### config.mk
export PLATFORM = sky130hd
export DESIGN_NAME = socket_pin_sharing
export DESIGN_NICKNAME = d
export VERILOG_FILES = /design/src/hw/power_link_serial.v /design/src/hw/socket_pin_sharing.v
export VERILOG_INCLUDE_DIRS = /design/src /design/src/pkg
export SDC_FILE = /design/constraint.sdc
export NUM_CORES = 1
export LEC_CHECK = 0
export BUFFER_PORTS_ARGS = -buffer_cell sky130_fd_sc_hd__buf_4
export CAP_MARGIN = 20
export CORE_ASPECT_RATIO = 0.6
export CORE_MARGIN = 5
export CORE_UTILIZATION = 50
export DETAILED_ROUTE_END_ITERATION = 10
export PLACE_DENSITY = 0.78
export SLEW_MARGIN = 30
export SYNTH_ARGS = -nofsm -noshare
export SYNTH_HDL_FRONTEND = slang
export SYNTH_HIERARCHICAL = 1
export SYNTH_SLANG_ARGS = --single-unit
### constraint.sdc
create_clock -name ref_clk -period 4.93 [get_ports ref_clk]
set_input_delay 0.2465 -clock ref_clk [delete_from_list [all_inputs] [get_ports ref_clk]]
set_output_delay 0.2465 -clock ref_clk [all_outputs]
set_load 0.05 [all_outputs]
### src/pkg/pin_share_regs.vh
/*
  Constants for the socket pin sharing and power link block: control bit
  positions, socket mode codes, timing figures and reset values.
  Assumes inclusion by bare name from design files under hw/.
*/
`ifndef PIN_SHARE_REGS_VH
`define PIN_SHARE_REGS_VH

// ----------------------------------------------------------------
// Control word (vendor control register, held as plain ports)
// ----------------------------------------------------------------
`define CTL2_OFFSET 8'hD4
`define CTL2_LINK_CLK_OUT_BIT 13

// ----------------------------------------------------------------
// Socket mode codes
// ----------------------------------------------------------------
`define MODE_CARD16 2'h0
`define MODE_ATA 2'h1
`define MODE_CARDBUS 2'h2
`define MODE_IDLE 2'h3

// ----------------------------------------------------------------
// Power link timing
// ----------------------------------------------------------------
`define CLK_HZ 40000000
`define LINK_HZ_MIN 10000
`define LINK_HZ_MAX 100000
`define LINK_HZ_TYP 32000
`define LINK_HALF_CYC ((`CLK_HZ + 2 * `LINK_HZ_TYP - 1) / (2 * `LINK_HZ_TYP))
`define LINK_WORD_BITS 4

// ----------------------------------------------------------------
// Reset values
// ----------------------------------------------------------------
`define RST_ADDR_HI 10'h000

`endif

### src/hw/power_link_serial.v
/*
  Serial power switch link: shifts a control word out on the data pin,
  one bit per link clock falling edge, then strobes the latch pin.
  Assumes link_clk_rise/fall are one-cycle pulses on ref_clk.
*/
`default_nettype none
`include "pin_share_regs.vh"

module power_link_serial #(
  parameter WORD_BITS = `LINK_WORD_BITS
) (
  input wire ref_clk,
  input wire nrst,
  input wire link_clk_fall,
  input wire link_clk_rise,
  input wire [WORD_BITS-1:0] word,
  output reg data,
  output reg latch,
  output reg busy
);

  // ----------------------------------------------------------------
  // Shifter
  // ----------------------------------------------------------------
  localparam CW = 5;
  reg [WORD_BITS-1:0] sent;
  reg [WORD_BITS-1:0] shreg;
  reg [CW-1:0] left;

  // A new word starts only when idle, so the switch never sees half a word
  always @(posedge ref_clk or negedge nrst) begin
    if (!nrst) begin
      sent <= {WORD_BITS{1'b0}};
      shreg <= {WORD_BITS{1'b0}};
      left <= 5'h00;
      data <= 1'b0;
      latch <= 1'b0;
      busy <= 1'b0;
    end else if (!busy) begin
      latch <= 1'b0;
      if (word != sent && link_clk_fall) begin
        busy <= 1'b1;
        sent <= word;
        shreg <= word;
        left <= WORD_BITS[CW-1:0];
      end
    end else if (link_clk_fall) begin
      if (left != 5'h00) begin
        data <= shreg[WORD_BITS-1];
        shreg <= {shreg[WORD_BITS-2:0], 1'b0};
        left <= left - 5'h01;
      end else begin
        latch <= 1'b1;
      end
    end else if (link_clk_rise && latch) begin
      latch <= 1'b0;
      busy <= 1'b0;
    end
  end

endmodule // power_link_serial
`default_nettype wire

### src/hw/socket_pin_sharing.v
/*
  Socket pin sharing and power switch link. Selects 16-bit card or
  CardBus functions for the shared socket pins from one mode state and
  drives the power switch in parallel or serial form.
  Assumes card cycle controls come from ref_clk logic; link clock and
  socket pins are asynchronous and are synchronised here.
*/
`default_nettype none
`include "pin_share_regs.vh"

module socket_pin_sharing #(
  parameter HALF_CYC = `LINK_HALF_CYC
) (
  input wire ref_clk,
  input wire nrst,
  // Configuration and status
  input wire [1:0] socket_mode_req,
  input wire [15:0] ctl2,
  input wire serial_power,
  input wire [3:0] power_word,
  output reg [1:0] socket_mode,
  output reg link_busy,
  // 16-bit card cycle controls
  input wire [25:16] card_addr,
  input wire mem_cycle,
  input wire io_cycle,
  input wire dma_cycle,
  input wire attr_space,
  input wire dma_ack,
  // CardBus side
  input wire [2:0] cad_out,
  input wire [2:0] cad_oe,
  input wire cframe_n_out,
  input wire ctrdy_n_out,
  input wire cdevsel_n_out,
  input wire cstop_n_out,
  input wire cblock_n_out,
  input wire cbctl_oe,
  input wire ccbe3_n_out,
  input wire ccbe_oe,
  input wire card_clk_en,
  output reg [2:0] cad_in,
  output reg cframe_n_in,
  output reg ctrdy_n_in,
  output reg cdevsel_n_in,
  output reg cstop_n_in,
  output reg cblock_n_in,
  // Shared socket pins addr 25..16 and attribute select
  input wire [25:16] sock_addr_in,
  output reg [25:16] sock_addr_out,
  output reg [25:16] sock_addr_oe,
  input wire attr_sel_n_in,
  output reg attr_sel_n_out,
  output reg attr_sel_n_oe,
  // Power switch pins
  output reg prog_voltage_ctl0,
  output reg prog_voltage_ctl0_oe,
  output reg prog_voltage_ctl1,
  output reg supply_select0_n,
  output reg supply_select0_n_oe,
  input wire link_clk_in,
  output reg supply_select1_n,
  output reg supply_select1_n_oe
);

  // ----------------------------------------------------------------
  // Mode decode
  // ----------------------------------------------------------------
  function is_cardbus;
    input [1:0] m;
    begin
      is_cardbus = (m == `MODE_CARDBUS);
    end
  endfunction

  function is_card16;
    input [1:0] m;
    begin
      is_card16 = (m == `MODE_CARD16) || (m == `MODE_ATA);
    end
  endfunction

  wire link_clk_drive = ctl2[`CTL2_LINK_CLK_OUT_BIT];

  // ----------------------------------------------------------------
  // Synchronisers for pins from outside the clock domain
  // ----------------------------------------------------------------
  reg [25:16] addr_s1;
  reg [25:16] addr_s2;
  reg attr_s1;
  reg attr_s2;
  reg lclk_s1;
  reg lclk_s2;
  reg lclk_d;

  always @(posedge ref_clk or negedge nrst) begin
    if (!nrst) begin
      addr_s1 <= 10'h3FF;
      addr_s2 <= 10'h3FF;
      attr_s1 <= 1'b1;
      attr_s2 <= 1'b1;
      lclk_s1 <= 1'b0;
      lclk_s2 <= 1'b0;
      lclk_d <= 1'b0;
    end else begin
      addr_s1 <= sock_addr_in;
      addr_s2 <= addr_s1;
      attr_s1 <= attr_sel_n_in;
      attr_s2 <= attr_s1;
      lclk_s1 <= link_clk_in;
      lclk_s2 <= lclk_s1;
      lclk_d <= lclk_s2;
    end
  end

  // ----------------------------------------------------------------
  // Link clock: own divider when driving, sampled pin otherwise
  // ----------------------------------------------------------------
  reg [15:0] div_cnt;
  reg div_clk;
  reg div_d;

  // The divider runs at the typical rate, inside the allowed band
  always @(posedge ref_clk or negedge nrst) begin
    if (!nrst) begin
      div_cnt <= 16'h0000;
      div_clk <= 1'b0;
      div_d <= 1'b0;
    end else begin
      div_d <= div_clk;
      if (div_cnt >= HALF_CYC[15:0] - 16'h0001) begin
        div_cnt <= 16'h0000;
        div_clk <= ~div_clk;
      end else begin
        div_cnt <= div_cnt + 16'h0001;
      end
    end
  end

  wire lclk_now = link_clk_drive ? div_clk : lclk_s2;
  wire lclk_old = link_clk_drive ? div_d : lclk_d;
  wire lclk_fall = lclk_old & ~lclk_now;
  wire lclk_rise = ~lclk_old & lclk_now;
  wire ser_data;
  wire ser_latch;
  wire ser_busy;

  power_link_serial #(
    .WORD_BITS(`LINK_WORD_BITS)
  ) u_link (
    .ref_clk(ref_clk),
    .nrst(nrst),
    .link_clk_fall(lclk_fall & serial_power),
    .link_clk_rise(lclk_rise & serial_power),
    .word(power_word),
    .data(ser_data),
    .latch(ser_latch),
    .busy(ser_busy)
  );

  // ----------------------------------------------------------------
  // Socket mode state
  // ----------------------------------------------------------------
  // Mode changes only pass through idle so no pin ever carries both roles
  always @(posedge ref_clk or negedge nrst) begin
    if (!nrst) begin
      socket_mode <= `MODE_IDLE;
    end else if (socket_mode_req != socket_mode) begin
      if (socket_mode == `MODE_IDLE || socket_mode_req == `MODE_IDLE) begin
        socket_mode <= socket_mode_req;
      end else begin
        socket_mode <= `MODE_IDLE;
      end
    end
  end

  // ----------------------------------------------------------------
  // Next pin values
  // ----------------------------------------------------------------
  reg [25:16] next_addr_out;
  reg [25:16] next_addr_oe;
  reg next_attr_out;
  reg next_attr_oe;

  always @* begin
    next_addr_out = `RST_ADDR_HI;
    next_addr_oe = 10'h000;
    next_attr_out = 1'b1;
    next_attr_oe = 1'b0;
    case (socket_mode)
      `MODE_CARD16, `MODE_ATA: begin
        next_addr_out = card_addr;
        next_addr_oe = 10'h3FF;
        next_attr_oe = 1'b1;
        if (socket_mode == `MODE_ATA) begin
          next_attr_out = 1'b1;
        end else if (dma_cycle) begin
          next_attr_out = ~dma_ack;
        end else if (io_cycle) begin
          next_attr_out = 1'b0;
        end else if (mem_cycle) begin
          next_attr_out = ~attr_space;
        end
      end
      `MODE_CARDBUS: begin
        next_addr_out[25] = cad_out[2];
        next_addr_out[24] = cad_out[1];
        next_addr_out[17] = cad_out[0];
        next_addr_oe[25] = cad_oe[2];
        next_addr_oe[24] = cad_oe[1];
        next_addr_oe[17] = cad_oe[0];
        next_addr_out[23] = cframe_n_out;
        next_addr_out[22] = ctrdy_n_out;
        next_addr_out[21] = cdevsel_n_out;
        next_addr_out[20] = cstop_n_out;
        next_addr_out[19] = cblock_n_out;
        next_addr_oe[23:19] = {5{cbctl_oe}};
        next_addr_out[16] = div_clk & card_clk_en;
        next_addr_oe[16] = 1'b1;
        next_addr_oe[18] = 1'b0;
        next_attr_out = ccbe3_n_out;
        next_attr_oe = ccbe_oe;
      end
      default: begin
        next_addr_oe = 10'h000;
      end
    endcase
  end

  // ----------------------------------------------------------------
  // Registered socket pins and CardBus receive side
  // ----------------------------------------------------------------
  always @(posedge ref_clk or negedge nrst) begin
    if (!nrst) begin
      sock_addr_out <= `RST_ADDR_HI;
      sock_addr_oe <= 10'h000;
      attr_sel_n_out <= 1'b1;
      attr_sel_n_oe <= 1'b0;
      cad_in <= 3'h0;
      cframe_n_in <= 1'b1;
      ctrdy_n_in <= 1'b1;
      cdevsel_n_in <= 1'b1;
      cstop_n_in <= 1'b1;
      cblock_n_in <= 1'b1;
    end else begin
      sock_addr_out <= next_addr_out;
      sock_addr_oe <= next_addr_oe;
      attr_sel_n_out <= next_attr_out;
      attr_sel_n_oe <= next_attr_oe;
      // Receive side reads idle unless CardBus, so 16-bit traffic never leaks in
      if (is_cardbus(socket_mode)) begin
        cad_in <= {addr_s2[25], addr_s2[24], addr_s2[17]};
        cframe_n_in <= addr_s2[23];
        ctrdy_n_in <= addr_s2[22];
        cdevsel_n_in <= addr_s2[21];
        cstop_n_in <= addr_s2[20];
        cblock_n_in <= addr_s2[19];
      end else begin
        cad_in <= 3'h0;
        cframe_n_in <= 1'b1;
        ctrdy_n_in <= 1'b1;
        cdevsel_n_in <= 1'b1;
        cstop_n_in <= 1'b1;
        cblock_n_in <= attr_s2 | ~attr_s2;
      end
    end
  end

  // ----------------------------------------------------------------
  // Power switch pins
  // ----------------------------------------------------------------
  // Serial mode reuses three parallel pins; the fourth stays a parallel line
  always @(posedge ref_clk or negedge nrst) begin
    if (!nrst) begin
      prog_voltage_ctl0 <= 1'b0;
      prog_voltage_ctl0_oe <= 1'b0;
      prog_voltage_ctl1 <= 1'b0;
      supply_select0_n <= 1'b1;
      supply_select0_n_oe <= 1'b0;
      supply_select1_n <= 1'b1;
      supply_select1_n_oe <= 1'b0;
      link_busy <= 1'b0;
    end else begin
      link_busy <= ser_busy & serial_power;
      if (serial_power) begin
        prog_voltage_ctl0 <= ser_latch;
        prog_voltage_ctl0_oe <= 1'b1;
        prog_voltage_ctl1 <= power_word[1];
        supply_select0_n <= ser_data;
        supply_select0_n_oe <= 1'b1;
        supply_select1_n <= div_clk;
        supply_select1_n_oe <= link_clk_drive;
      end else begin
        prog_voltage_ctl0 <= power_word[0];
        prog_voltage_ctl0_oe <= 1'b1;
        prog_voltage_ctl1 <= power_word[1];
        supply_select0_n <= ~power_word[2];
        supply_select0_n_oe <= 1'b1;
        supply_select1_n <= ~power_word[3];
        supply_select1_n_oe <= 1'b1;
      end
    end
  end

endmodule // socket_pin_sharing
`default_nettype wire

==> metrics.cfg <==
[setup_path]
crit_type = reg -> reg
path_buf_inv = 1
critical_path.top_delay_family = simple AND/OR/NAND/NOR gates
worst-path-max-fanout = 11
cp-end-kind = register
cp.arrival_ps = 2690
cp_data_required_time_ps = 5150
crit_chain = inv_1 > a31oi_1 > nor2b_1 > nand2_1 > or2_1 > a32o_1
crit_slowest_cell = nor2b_1
worst_setup_path_start_kind = register
critPathMaxStageDelay_ps = 560

[clock_network]
clock_path_buffers = 2
clock_latency_ps = 340
clkSlewWorstSetupHoldPaths_ps = 60
postCtsSetupBuffers = 0
cts_root_buffer = clkbuf_16
htree_levels = 3
numCtsBuffers = 9
cts_sinks = 88
tritoncts = done

[sta]
setup_tns_ps = 0
setup_viol_count_final = 0
fin_crit_ps = 2468
drv_slew = 0
fmax_mhz = 405.2
rsz0062_at_grt = no
relSlewSlack_pct = 37.66
fin_crit_sh_pct = 50.06
tightestPinTransition_ps = 932.6
fin_skew_ps = 4.991
finalHoldViolCount = 0

[placement]
globalplace.congestion = 0.7901
dp_hpwl_um = 5040
port_buffers = 88
placed_area_sq_mm = 0.004165

[logic_synthesis]
synth-async-reset-ratio_pct = 100.0
syn_area_per_cell_sq_um = 12.50
synthTopCellsByArea = dfrtp_1 (45%), dfstp_2 (20%), o21ai_0 (2.5%)
ys_seq_area_share_pct = 64.76
synth_warnings = 6
synth_ff_type = dfrtp_1
synth_edf_count = 0
ys_seq_elements = 88
yosys.area.top_type_share_pct = 44.96
synth_top_area_cell = dfrtp_1
ys_types = 53
syn-instance-count = 276
syn_area_sq_mm = 0.003451

[routing]
drt_wl_total_um = 7146
wl_per_cell_um = 15.40
via_count = 2374
drc = 0
vias_per_cell = 5.116
first_pass_iters = 4
drtIter0Drc = 131
ant_nets = 0

[power_and_ir_drop]
powerDensity_mw_per_mm2 = 461.3
p_int_mw = 1.454
pwr-share-clk_pct = 34.6
switching_share_pct = 30.82
p_seq_share_pct = 43.1
cellLeakagePower_nw = 2.101
ir_drop_mv = 0.2578
p_comb_share_pct = 22.2
switchingPower_mw = 0.6479

[die]
rows = 23
fp.dieW_um = 117.3
die_y_um = 74.35
core_sq_mm = 0.006705
die_area_sq_mm = 0.008718
io_pins = 107
start_util_pct = 51.46

[min_path]
hp-class = in -> reg

[final_layout]
fillCellCount = 462
layout-drive-gt1-share_pct = 39.26
layout.nets = 442
area_growth_syn_to_layout_pct = 32.05
diodes = 0
postLayoutCellArea_sq_mm = 0.004557
seqCellArea_sq_mm = 0.002235
multi_input_area_sq_mm = 0.001075

[global_routing]
grt_max_degree = 59
track_usage_pct = 17.18
grt_pass1_vias = 2316
grt_pass1_wl_um = 11270
antenna_found_initial = 0
gr-total-overflow = 0

[run]
drv_cap = 0

[outcome]
status = finished, final reports clean

-- per-stage QoR --
| step | hold slack (ps) | setup slack, ps | cells | total power, mW | utilization [%] |
|---|---|---|---|---|---|
| 4_1_cts | 2.113 | 2485 | 463 | 2.121 | 67.81 |
| 5_1_grt | 2.837 | 2288 | 464 | 2.202 | 67.96 |
| 3_5_place_dp | 185.5 | 2516 | 442 | 1.383 | 62.12 |
| 6_report | 14.65 | 2462 | 464 | 2.102 | 67.96 |
| 3_3_place_gp | 186.6 | 2494 | 442 | 1.365 | 62.12 |
| 2_1_floorplan | -49.09 | 3288 | 281 | 1.230 | - |
-- area by class of cell --
cell class / count / share of cell area (%)
clock inverters: 5 / 1.483
multi-input cells: 157 / 23.59
clock buffers: 11 / 5.794
inverters: 21 / 1.730
well taps: 87 / 2.389
flip-flops and latches: 88 / 49.04
repair buffers: 95 / 15.98
-- state kept, by name (all words and copies together), names as in the netlist, 4 cells and up --
signal	cells
addr_s1	8
u_link/left	5
u_link/sent	4
sock_addr_out	10
u_link/shreg	4
div_cnt	16
sock_addr_oe	6
addr_s2	8
-- cell usage in the layout (no fill, tap or decap), types with 4 or more instances in the layout --
master	n
or3_1	10
dlygate4sd3_1	6
dfstp_2	26
a22o_1	7
a21oi_1	5
nor3_1	4
dfrtp_1	62
o21ai_0	17
clkbuf_16	10
nor2_1	11
inv_1	21
o21ai_1	4
nor2b_1	5
nand2_1	19
a41oi_1	4
nand3_1	6
and2_1	4
conb_1	7
buf_4	89
xnor2_2	4
-- final timing paths --
| check | startpoint | endpoint | slack, ps | cells after the start |
|---|---|---|---|---|
| worst max register to register | div_clk$_DFFE_PN0P_ | u_link/left[3]$_DFFE_PN0P_ | 2460 | 6 |
| max in group asynchronous | nrst | div_cnt[14]$_DFF_PN0_ | 3520 | 3 |
| worst max-delay path | div_clk$_DFFE_PN0P_ | u_link/left[3]$_DFFE_PN0P_ | 2460 | 6 |
| min in group asynchronous | nrst | sock_addr_out[16]$_DFF_PN0_ | 380 | 2 |
| worst min register to register | addr_s1[22]$_DFF_PN1_ | addr_s2[22]$_DFF_PN1_ | 350 | 0 |
| worst min-delay path | sock_addr_in[24] | addr_s1[24]$_DFF_PN1_ | 10 | 1 |
-- cells by family after synthesis --
| family | synth area share, % |
|---|---|
| fa+ha+maj | 1.088 |
| simple gates | 12.47 |
| flops | 64.76 |
| buf+inv | 4.641 |
| mux | 0.9065 |
| compound gates | 13.02 |
| xor+xnor | 2.901 |
| other cells | 0.2176 |
-- cell usage after synthesis (all sizes together) (3+ instances only) --
library cell	number
a21oi	5
a22o	7
a311oi	4
a41oi	4
and2	4
buf	11
clkbuf	4
dfrtp	62
dfstp	26
ha	3
inv	21
nand2	19
nand2b	4
nand3	6
nand4	3
nor2	11
nor2b	5
nor3	4
o21ai	21
or3	12
or3b	3
xnor2	7
-- power by group through the flow --
stage,logic [mW],clock network [mW],registers [mW]
floorplan,0.223,0,1.01
global placement,0.452,0,0.913
detailed placement,0.466,0,0.917
CTS,0.469,0.745,0.907
global route,0.506,0.777,0.920
finish,0.467,0.728,0.907
-- timing repair --
action,in CTS,in global routing
hold endpoints to repair,22,1
gates resized for setup,0,0
hold buffers,5,1
-- metal layers --
| layer | track usage (%) | part of all wire (%) | vias to the layer above |
|---|---|---|---|
| li1 | - | - | 1142 |
| met1 | 22.93 | 44 | 1129 |
| met2 | 26.19 | 44 | 95 |
| met3 | 6.748 | 11 | 8 |
| met4 | 5.471 | 1.4 | 0 |
| met5 | 0 | 0 | - |
Power figures use the tool's default switching activity.
